<file path="config.mk">
export PLATFORM = sky130hd
export DESIGN_NAME = omrc_ctrl
export DESIGN_NICKNAME = d
export VERILOG_FILES = /design/src/omrc_pkg.sv /design/src/omrc_ctrl.sv
export VERILOG_INCLUDE_DIRS = /design/src /design/src/src
export SDC_FILE = /design/constraint.sdc
export NUM_CORES = 1
export LEC_CHECK = 0
export BUFFER_PORTS_ARGS = -buffer_cell sky130_fd_sc_hd__buf_2
export CORE_AREA = 2 2 91 93
export CTS_CLUSTER_DIAMETER = 150
export CTS_CLUSTER_SIZE = 8
export DETAILED_ROUTE_END_ITERATION = 8
export DIE_AREA = 0 0 93 95
export HOLD_SLACK_MARGIN = 0.02
export PLACE_DENSITY = 0.87
export SLEW_MARGIN = 20
export SYNTH_ARGS = -nofsm -noshare
export SYNTH_HDL_FRONTEND = slang
export SYNTH_SLANG_ARGS = --single-unit
</file>
<file path="constraint.sdc">
create_clock -name clk -period 3 [get_ports clk]
set_input_delay 0.6 -clock clk [delete_from_list [all_inputs] [get_ports clk]]
set_output_delay 0.6 -clock clk [all_outputs]
set_load 0.01 [all_outputs]
</file>
<file path="src/omrc_cfg.svh">
`ifndef OMRC_CFG_SVH
`define OMRC_CFG_SVH

// Register addresses
`define OMRC_ADDR_OSC      4'h0
`define OMRC_ADDR_STATUS   4'h1
`define OMRC_ADDR_CONFIG   4'h2
`define OMRC_ADDR_MODE     4'h3

// Oscillator control fields
`define OMRC_HSEL_BIT      0
`define OMRC_HSTOP_BIT     1
`define OMRC_PMODE_LO      2
`define OMRC_PMODE_HI      3
`define OMRC_OSC_RESET     8'h01

// Power mode field encodings
`define OMRC_PM_RUN        2'b00
`define OMRC_PM_HALT       2'b01
`define OMRC_PM_STANDBY    2'b10

// Status fields
`define OMRC_PD_BIT        3
`define OMRC_TO_BIT        4

// Configuration fields
`define OMRC_CFG_PWRUP_LO  0
`define OMRC_CFG_PWRUP_HI  1
`define OMRC_CFG_FAST_LO   2
`define OMRC_CFG_FAST_HI   3
`define OMRC_CFG_SLOW_BIT  4
`define OMRC_CFG_T0SRC_BIT 5
`define OMRC_CFG_RESET     8'h00

// Timing figures
`define OMRC_CLK_MHZ       250
`define OMRC_PWRUP_MS_A    18
`define OMRC_PWRUP_MS_B    72
`define OMRC_PWRUP_MS_C    288
`define OMRC_OST_CYCLES    16
`define OMRC_WAKE_XTAL     512
`define OMRC_WAKE_RC       16

`endif

</file>
<file path="src/omrc_pkg.sv">
package omrc_pkg;

	// Operating state, one-hot
	typedef enum logic [6:0] {
		OMRC_ST_RESET   = 7'b000_0001,
		OMRC_ST_PWRUP   = 7'b000_0010,
		OMRC_ST_OST     = 7'b000_0100,
		OMRC_ST_RUN     = 7'b000_1000,
		OMRC_ST_STANDBY = 7'b001_0000,
		OMRC_ST_HALT    = 7'b010_0000,
		OMRC_ST_WAKE    = 7'b100_0000
	} omrc_state_t;

	// Fast oscillator kind
	typedef enum logic [1:0] {
		OMRC_FAST_RC  = 2'b00,
		OMRC_FAST_HXT = 2'b01,
		OMRC_FAST_XT  = 2'b10
	} omrc_fast_t;

	// Wake and reset events
	typedef struct packed {
		logic timer0_irq;
		logic timer1_irq;
		logic wdt_irq;
		logic port_b_change_irq;
		logic ext_edge_irq;
	} omrc_wake_t;

	typedef struct packed {
		logic power_on;
		logic low_voltage;
		logic wdt_reset;
	} omrc_rst_t;

	// Clock and gate outputs
	typedef struct packed {
		logic fast_osc_en;
		logic slow_osc_en;
		logic sys_clk_fast;
		logic cpu_run;
		logic periph_en;
		logic timer0_run;
		logic timer1_run;
		logic timer0_slow_clk;
		logic wdt_clear;
		logic goto_vector;
	} omrc_ctl_t;

endpackage : omrc_pkg
</file>
<file path="src/omrc_ctrl.sv">
// Function
// - After reset process, enter Normal mode
// - high_clock_select picks fast or slow clock
// - high_osc_stop stops fast osc except when selected in Normal; Halt stops it too
// - Mode field 10b requests Standby
// - Standby stops CPU; timers, slow clock run
// - Standby wakes on timer, watchdog, port, edge
// - Wake resumes per high_clock_select
// - Halt entry: sleep or 01b, flags, watchdog
// - Halt stops both oscillators and peripherals
// - Halt wakes on watchdog, port, edge only
// - Halt wake waits 512 or 16 cycles
// - Standby wake resumes immediately
// - Global irq enable picks vector branch
// - Clock select and Halt in one write
// - Reset on power-on, low voltage, pin, watchdog
// - Reset restores defined register values
// - Timeout and powerdown flags per event
// - Power-up wait of 18, 72, 288 ms
// - Then 16 fast cycles start-up wait
// - Slow clock may drive Timer0 in Normal
// - Crystal modes select long wake wait
`timescale 1ns/1ps
`include "omrc_cfg.svh"

module omrc_ctrl #(
	parameter int PWRUP_A_CYC = `OMRC_PWRUP_MS_A * `OMRC_CLK_MHZ * 1000,
	parameter int PWRUP_B_CYC = `OMRC_PWRUP_MS_B * `OMRC_CLK_MHZ * 1000,
	parameter int PWRUP_C_CYC = `OMRC_PWRUP_MS_C * `OMRC_CLK_MHZ * 1000
) (
	// Clock and reset
	input  wire logic              clk,
	input  wire logic              resetn,
	// Register port
	input  wire logic [3:0]        reg_addr,
	input  wire logic [7:0]        reg_wdata,
	input  wire logic              reg_write,
	input  wire logic              reg_read,
	output logic [7:0]             reg_rdata,
	// Core events
	input  wire logic              sleep_exec,
	input  wire logic              clrwdt_exec,
	input  wire logic              global_irq_enable,
	input  wire logic              timer_zero_run_enable,
	input  wire logic              timer_one_run_enable,
	input  wire logic              low_clock_to_timer_zero,
	input  omrc_pkg::omrc_wake_t   wake_src,
	// Reset sources from pins and analog
	input  wire logic              external_reset_pin_n,
	input  omrc_pkg::omrc_rst_t    rst_src,
	// Controls
	output omrc_pkg::omrc_ctl_t    ctl,
	output logic                   reset_active
);
	import omrc_pkg::*;

	localparam int CW = 30;

	omrc_state_t       state_reg;
	logic [7:0]        osc_reg;
	logic [7:0]        cfg_reg;
	logic              to_reg;
	logic              pd_reg;
	logic [CW-1:0]     cnt_reg;
	logic              vec_reg;
	logic [2:0]        rst_s1_reg;
	logic [2:0]        rst_s2_reg;
	logic              pin_s1_reg;
	logic              pin_s2_reg;
	omrc_wake_t        wk_s1_reg;
	omrc_wake_t        wk_s2_reg;
	logic [7:0]        rdata_reg;
	omrc_ctl_t         ctl_reg;
	logic              rstact_reg;

	logic              pin_rst;
	logic              any_rst;
	logic              wr_osc;
	logic [1:0]        pm_wr;
	logic              enter_halt;
	logic              enter_stby;
	logic              halt_wake;
	logic              stby_wake;
	logic              is_xtal;
	logic [CW-1:0]     pwrup_cyc;
	logic [CW-1:0]     wake_cyc;
	logic [7:0]        status_val;

	// Two-flop synchronisers for outside inputs
	always_ff @(posedge clk or negedge resetn) begin
		if (!resetn) begin
			rst_s1_reg <= 3'h0;
			rst_s2_reg <= 3'h0;
			pin_s1_reg <= 1'b1;
			pin_s2_reg <= 1'b1;
			wk_s1_reg  <= '0;
			wk_s2_reg  <= '0;
		end else begin
			rst_s1_reg <= rst_src;
			rst_s2_reg <= rst_s1_reg;
			pin_s1_reg <= external_reset_pin_n;
			pin_s2_reg <= pin_s1_reg;
			wk_s1_reg  <= wake_src;
			wk_s2_reg  <= wk_s1_reg;
		end
	end

	// Decode of events
	assign pin_rst    = !pin_s2_reg;
	assign any_rst    = pin_rst || (|rst_s2_reg);
	assign wr_osc     = reg_write && (reg_addr == `OMRC_ADDR_OSC);
	assign pm_wr      = reg_wdata[`OMRC_PMODE_HI:`OMRC_PMODE_LO];
	assign enter_halt = (state_reg == OMRC_ST_RUN)
		&& (sleep_exec || (wr_osc && pm_wr == `OMRC_PM_HALT));
	assign enter_stby = (state_reg == OMRC_ST_RUN) && wr_osc
		&& (pm_wr == `OMRC_PM_STANDBY);
	assign stby_wake  = |wk_s2_reg;
	assign halt_wake  = wk_s2_reg.wdt_irq || wk_s2_reg.port_b_change_irq
		|| wk_s2_reg.ext_edge_irq;
	// Crystal modes take the long wake wait
	assign is_xtal    = (cfg_reg[`OMRC_CFG_FAST_HI:`OMRC_CFG_FAST_LO] != OMRC_FAST_RC)
		|| cfg_reg[`OMRC_CFG_SLOW_BIT];
	assign wake_cyc   = is_xtal ? CW'(`OMRC_WAKE_XTAL) : CW'(`OMRC_WAKE_RC);

	// Power-up length select
	always_comb begin
		case (cfg_reg[`OMRC_CFG_PWRUP_HI:`OMRC_CFG_PWRUP_LO])
			2'b00:   pwrup_cyc = CW'(PWRUP_A_CYC);
			2'b01:   pwrup_cyc = CW'(PWRUP_B_CYC);
			default: pwrup_cyc = CW'(PWRUP_C_CYC);
		endcase
	end

	// Operating state machine
	always_ff @(posedge clk or negedge resetn) begin
		if (!resetn) begin
			state_reg <= OMRC_ST_RESET;
			cnt_reg   <= '0;
		end else if (any_rst) begin
			state_reg <= OMRC_ST_RESET;
			cnt_reg   <= '0;
		end else begin
			case (state_reg)
				OMRC_ST_RESET: begin
					state_reg <= OMRC_ST_PWRUP;
					cnt_reg   <= pwrup_cyc;
				end
				OMRC_ST_PWRUP: begin
					if (cnt_reg <= CW'(1)) begin
						state_reg <= OMRC_ST_OST;
						cnt_reg   <= CW'(`OMRC_OST_CYCLES);
					end else begin
						cnt_reg <= cnt_reg - CW'(1);
					end
				end
				OMRC_ST_OST: begin
					if (cnt_reg <= CW'(1)) begin
						state_reg <= OMRC_ST_RUN;
					end else begin
						cnt_reg <= cnt_reg - CW'(1);
					end
				end
				OMRC_ST_RUN: begin
					if (enter_halt) begin
						state_reg <= OMRC_ST_HALT;
					end else if (enter_stby) begin
						state_reg <= OMRC_ST_STANDBY;
					end
				end
				OMRC_ST_STANDBY: begin
					if (stby_wake) begin
						state_reg <= OMRC_ST_RUN;
					end
				end
				OMRC_ST_HALT: begin
					if (halt_wake) begin
						state_reg <= OMRC_ST_WAKE;
						cnt_reg   <= wake_cyc;
					end
				end
				OMRC_ST_WAKE: begin
					if (cnt_reg <= CW'(1)) begin
						state_reg <= OMRC_ST_RUN;
					end else begin
						cnt_reg <= cnt_reg - CW'(1);
					end
				end
				default: begin
					state_reg <= OMRC_ST_RESET;
				end
			endcase
		end
	end

	// Vector branch latched at sleep entry
	always_ff @(posedge clk or negedge resetn) begin
		if (!resetn) begin
			vec_reg <= 1'b0;
		end else if (enter_halt || enter_stby) begin
			vec_reg <= global_irq_enable;
		end
	end

	// Oscillator control register
	always_ff @(posedge clk or negedge resetn) begin
		if (!resetn) begin
			osc_reg <= `OMRC_OSC_RESET;
		end else if (any_rst || state_reg == OMRC_ST_RESET) begin
			osc_reg <= `OMRC_OSC_RESET;
		end else if (wr_osc) begin
			osc_reg <= reg_wdata;
		end else if ((state_reg == OMRC_ST_STANDBY && stby_wake) || (state_reg == OMRC_ST_WAKE)) begin
			osc_reg[`OMRC_PMODE_HI:`OMRC_PMODE_LO] <= `OMRC_PM_RUN;
		end
	end

	// Configuration word, kept across resets
	always_ff @(posedge clk or negedge resetn) begin
		if (!resetn) begin
			cfg_reg <= `OMRC_CFG_RESET;
		end else if (reg_write && reg_addr == `OMRC_ADDR_CONFIG) begin
			cfg_reg <= reg_wdata;
		end
	end

	// Timeout and powerdown flags
	always_ff @(posedge clk or negedge resetn) begin
		if (!resetn) begin
			to_reg <= 1'b1;
			pd_reg <= 1'b1;
		end else if (rst_s2_reg[2] || rst_s2_reg[1]) begin
			to_reg <= 1'b1;
			pd_reg <= 1'b1;
		end else if (rst_s2_reg[0]) begin
			to_reg <= 1'b0;
			pd_reg <= !(state_reg == OMRC_ST_HALT || state_reg == OMRC_ST_WAKE);
		end else if (pin_rst) begin
			if (state_reg == OMRC_ST_HALT || state_reg == OMRC_ST_WAKE) begin
				to_reg <= 1'b1;
				pd_reg <= 1'b0;
			end
		end else if (enter_halt) begin
			to_reg <= 1'b1;
			pd_reg <= 1'b0;
		end else if (clrwdt_exec && state_reg == OMRC_ST_RUN) begin
			to_reg <= 1'b1;
			pd_reg <= 1'b1;
		end
	end

	// Status word
	always_comb begin
		status_val = 8'h00;
		status_val[`OMRC_PD_BIT] = pd_reg;
		status_val[`OMRC_TO_BIT] = to_reg;
	end

	// Read data one cycle after strobe
	always_ff @(posedge clk or negedge resetn) begin
		if (!resetn) begin
			rdata_reg <= 8'h00;
		end else if (reg_read) begin
			case (reg_addr)
				`OMRC_ADDR_OSC:    rdata_reg <= osc_reg;
				`OMRC_ADDR_STATUS: rdata_reg <= status_val;
				`OMRC_ADDR_CONFIG: rdata_reg <= cfg_reg;
				`OMRC_ADDR_MODE:   rdata_reg <= {1'b0, state_reg};
				default:           rdata_reg <= 8'h00;
			endcase
		end else begin
			rdata_reg <= 8'h00;
		end
	end

	// Clock gating and control outputs
	always_ff @(posedge clk or negedge resetn) begin
		if (!resetn) begin
			ctl_reg    <= '0;
			rstact_reg <= 1'b1;
		end else begin
			rstact_reg <= !(state_reg == OMRC_ST_RUN || state_reg == OMRC_ST_STANDBY
				|| state_reg == OMRC_ST_HALT || state_reg == OMRC_ST_WAKE);
			ctl_reg <= '0;
			case (state_reg)
				OMRC_ST_RUN: begin
					ctl_reg.fast_osc_en  <= osc_reg[`OMRC_HSEL_BIT]
						|| !osc_reg[`OMRC_HSTOP_BIT];
					ctl_reg.slow_osc_en  <= 1'b1;
					ctl_reg.sys_clk_fast <= osc_reg[`OMRC_HSEL_BIT];
					ctl_reg.cpu_run      <= 1'b1;
					ctl_reg.periph_en    <= 1'b1;
					ctl_reg.timer0_run   <= timer_zero_run_enable;
					ctl_reg.timer1_run   <= timer_one_run_enable;
					ctl_reg.timer0_slow_clk <= osc_reg[`OMRC_HSEL_BIT] && low_clock_to_timer_zero
						&& cfg_reg[`OMRC_CFG_T0SRC_BIT];
					ctl_reg.wdt_clear    <= enter_halt || clrwdt_exec;
				end
				OMRC_ST_STANDBY: begin
					ctl_reg.fast_osc_en  <= !osc_reg[`OMRC_HSTOP_BIT];
					ctl_reg.slow_osc_en  <= 1'b1;
					ctl_reg.sys_clk_fast <= osc_reg[`OMRC_HSEL_BIT];
					ctl_reg.timer0_run   <= timer_zero_run_enable;
					ctl_reg.timer1_run   <= timer_one_run_enable;
					ctl_reg.goto_vector  <= vec_reg && stby_wake;
				end
				OMRC_ST_HALT: begin
					ctl_reg.sys_clk_fast <= osc_reg[`OMRC_HSEL_BIT];
				end
				OMRC_ST_WAKE: begin
					ctl_reg.fast_osc_en  <= 1'b1;
					ctl_reg.slow_osc_en  <= 1'b1;
					ctl_reg.sys_clk_fast <= osc_reg[`OMRC_HSEL_BIT];
					ctl_reg.goto_vector  <= vec_reg && (cnt_reg <= CW'(1));
				end
				default: begin
					ctl_reg.fast_osc_en <= 1'b1;
					ctl_reg.slow_osc_en <= 1'b1;
					ctl_reg.sys_clk_fast <= 1'b1;
				end
			endcase
		end
	end

	assign reg_rdata    = rdata_reg;
	assign ctl          = ctl_reg;
	assign reset_active = rstact_reg;

endmodule : omrc_ctrl

</file>
==> metrics.md <==
| Metric | Value |
|---|---|
| Final non-filler cell total | 602 |
| Worst R2R Setup Slack | 0.19 ns |
| Min cycle time layout | 2.81 ns |
| Drt first pass iters | 5 |
| Clock tree buffer depth | 2 |
| Synth Register Bits | 92 |
| CORE AREA | 7930 um^2 |
| Synth Area in XOR/XNOR | 0.784% |
| Tcrit/Tclk final | 93.6% |
| Ant. Diodes | 0 |
| Worst Setup Path Type | flop to flop |
| Post-synthesis adder-cell area fraction | 0.560% |
| Worst Skew | 0.0196 ns |
| Mapped Cells | 437 |
| Avg Synthesized Cell Area | 10.2 um^2 |
| Routability cong. | 0.864 |
| Top_reg_cell synth | dfrtp_1 |
| Startpoint types | flop |
| Worst Hold Class | input pin to asynchronous set/reset pin |
| CP Launch Point | cnt_reg[8] |
| Die ar. | 8840 um^2 |
| Setup_tns | 0 ns |
| Synth warn | 0 |
| Status | finished clean |
| VDD IR max | 0.311 mV |
| Root Driver | clkbuf_8 |
| First-pass GRT wire length | 17400 um |
| Routed len/inst | 17.6 um |
| DRT iter0 DRCs | 425 |
| Crit. End Element | flop |
| PortBufs | 49 |
| Peak Freq | 356 MHz |
| Clk_lat worst skew | 0.38 ns |
| Simple-gate share of the synthesized area | 19.3% |
| TritonCTS clock tree | built |
| CTS clk-pin slew, worst paths | 0.11 ns |
| Area Overhead vs Synth | 13.4% |
| Power, Total | 2410 uW |
| Number of synthesized flops with an enable pin | 0 |
| Post-CTS Setup Inserts | 0 |
| Site Rows | 33 |
| Met1 Usage GRT | 34.4% |
| Number of max-cap violations | 0 |
| Initial core utilization | 56.3% |
| Final-report hold violation count | 0 |
| Largest net degree at the start of global routing | 55 |
| Wirelength, routed | 10600 um |
| Antenna Nets Post-Route | 0 |
| Crit-path max FO | 9 |
| Die X | 93 um |
| Post-synthesis sequential area ratio | 51.7% |
| Synthesized area | 4470 um^2 |
| DRC violations left | 0 |
| Fin. max-slew vios | 0 |
| Asr flop ratio synth | 100% |
| Compound-Gate Fraction of Synth Area | 19.2% |
| Post-synthesis mux area share | 5.10% |
| Syn nets | 470 |
| Worst-Margin Slew | 0.929 ns |
| Global routing's busiest layer | met2 |
| R2R Path Start | cnt_reg[8] |
| H-tree depth | 3 |
| Ports | 50 |
| Num Clock Sinks | 92 |
| Largest family of logic cells by synthesized area | simple AND/OR/NAND/NOR gates |
| Final setup fails | 0 |
| Layout cell share with drive strength beyond 1 | 24.3% |
| PwrDens | 476 nW/um^2 |
| Final instance area | 5060 um^2 |
| Hold_buf cts | 0 |
| Headroom to the max-slew limit | 37.6% |
| DP Cell Count | 586 |
| Post-synth cell types | 60 |
| Commonest cells after routing, fill and taps aside | dfrtp_1 (85), buf_2 (48), nor2_1 (40), nand2_1 (40) |
| Vias per Instance | 6.37 |
| RSZ-0062 raised after global routing | false |
| Grt met3 use | 3.91% |
| CTS buffer count | 9 |
| DP Wirelength | 7500 um |
| Crit path DAT | 3.07 ns |
| Nets | 525 |
| Vias in the first global route | 3594 |
| Gr usage total | 25.1% |
| Max reg flops | 30 |
| Commonest non-fill, non-tap cell in the layout | dfrtp_1 |
| Post-cts sizing count | 0 |
| Met2 global-route usage | 40.3% |
| Static Leak | 0.00236 uW |
| Congestion Overflow GR | 0 |
| Initial antenna violation count | 0 |
| Routed via count | 3837 |
| Die Y | 95 um |
| Placed inst area | 4870 um^2 |
| CP Data Required Time | 3.26 ns |
## kinds of logic after synthesis
group / after synthesis
DFF: 92
adders and majority gates: 2
muxes: 19
AOI/OAI and AO/OA: 117
xor gates and xnor gates: 4
buffers and inverters: 32
and+or+nand+nor: 171
## synth_stat cells, types with 6 or more instances
cell	count	share of area [%]
a21oi_1	16	1.8
a22o_1	10	2.0
a31oi_1	9	1.3
clkbuf_1	14	1.2
dfrtp_1	85	48
dfstp_2	7	4.1
inv_1	10	0.84
mux2_2	10	2.5
mux2i_1	7	1.6
nand2_1	40	3.4
nand2b_1	6	0.84
nand3_1	9	1.0
nor2_1	40	3.4
nor3_1	23	2.6
nor4_1	13	1.8
o21ai_0	9	1.0
o22ai_1	23	3.2
or4_1	7	1.2
## stage by stage
step,util (%),setup slack [ns],hold slack (ns)
after floorplan,-,0.306,0.304
after global routing,63.9,0.0691,0.305
final,63.9,0.191,0.241
after CTS,63.9,0.221,0.278
after detailed placement,61.5,0.242,0.336
after global placement,61.5,0.284,0.331
## worst max-delay path: stages, from the launching register on
cell	delay, ns
dfrtp_1	0.45
or4_1	0.51
or2_1	0.26
or4_4	0.61
a21oi_4	0.32
buf_4	0.22
o22ai_1	0.09
a22o_1	0.24
## report_power, final
| group | switching [uW] | total (uW) | internal [uW] |
|---|---|---|---|
| Combinational | 168 | 279 | 111 |
| Sequential | 37.9 | 1330 | 1290 |
| Clock | 470 | 807 | 337 |
## cell type report
class	instances	area, um^2
clock buffers	10	138
clock inverters	6	51.3
fillers	631	2860
inverters	10	37.5
multi-input cells	313	2010
flip-flops and latches	92	2310
well taps	105	131
repair buffers	66	388
## per-layer routing
metal	routed length (um)	vias up
li1	-	1753
met1	4600	1871
met2	5080	185
met3	731	28
met4	206	0
met5	0	-
## path summary, 6_finish.rpt
kind | depth (start not counted) | to
max | 7 | cnt_reg[6]
max in group asynchronous | 2 | reset_active
min reg2reg | 0 | wk_s2_reg[0]
min | 1 | osc_reg[4]
min in group clk | 1 | pin_s1_reg
max reg2reg | 7 | cnt_reg[6]
(Power assumes the default switching activity.)
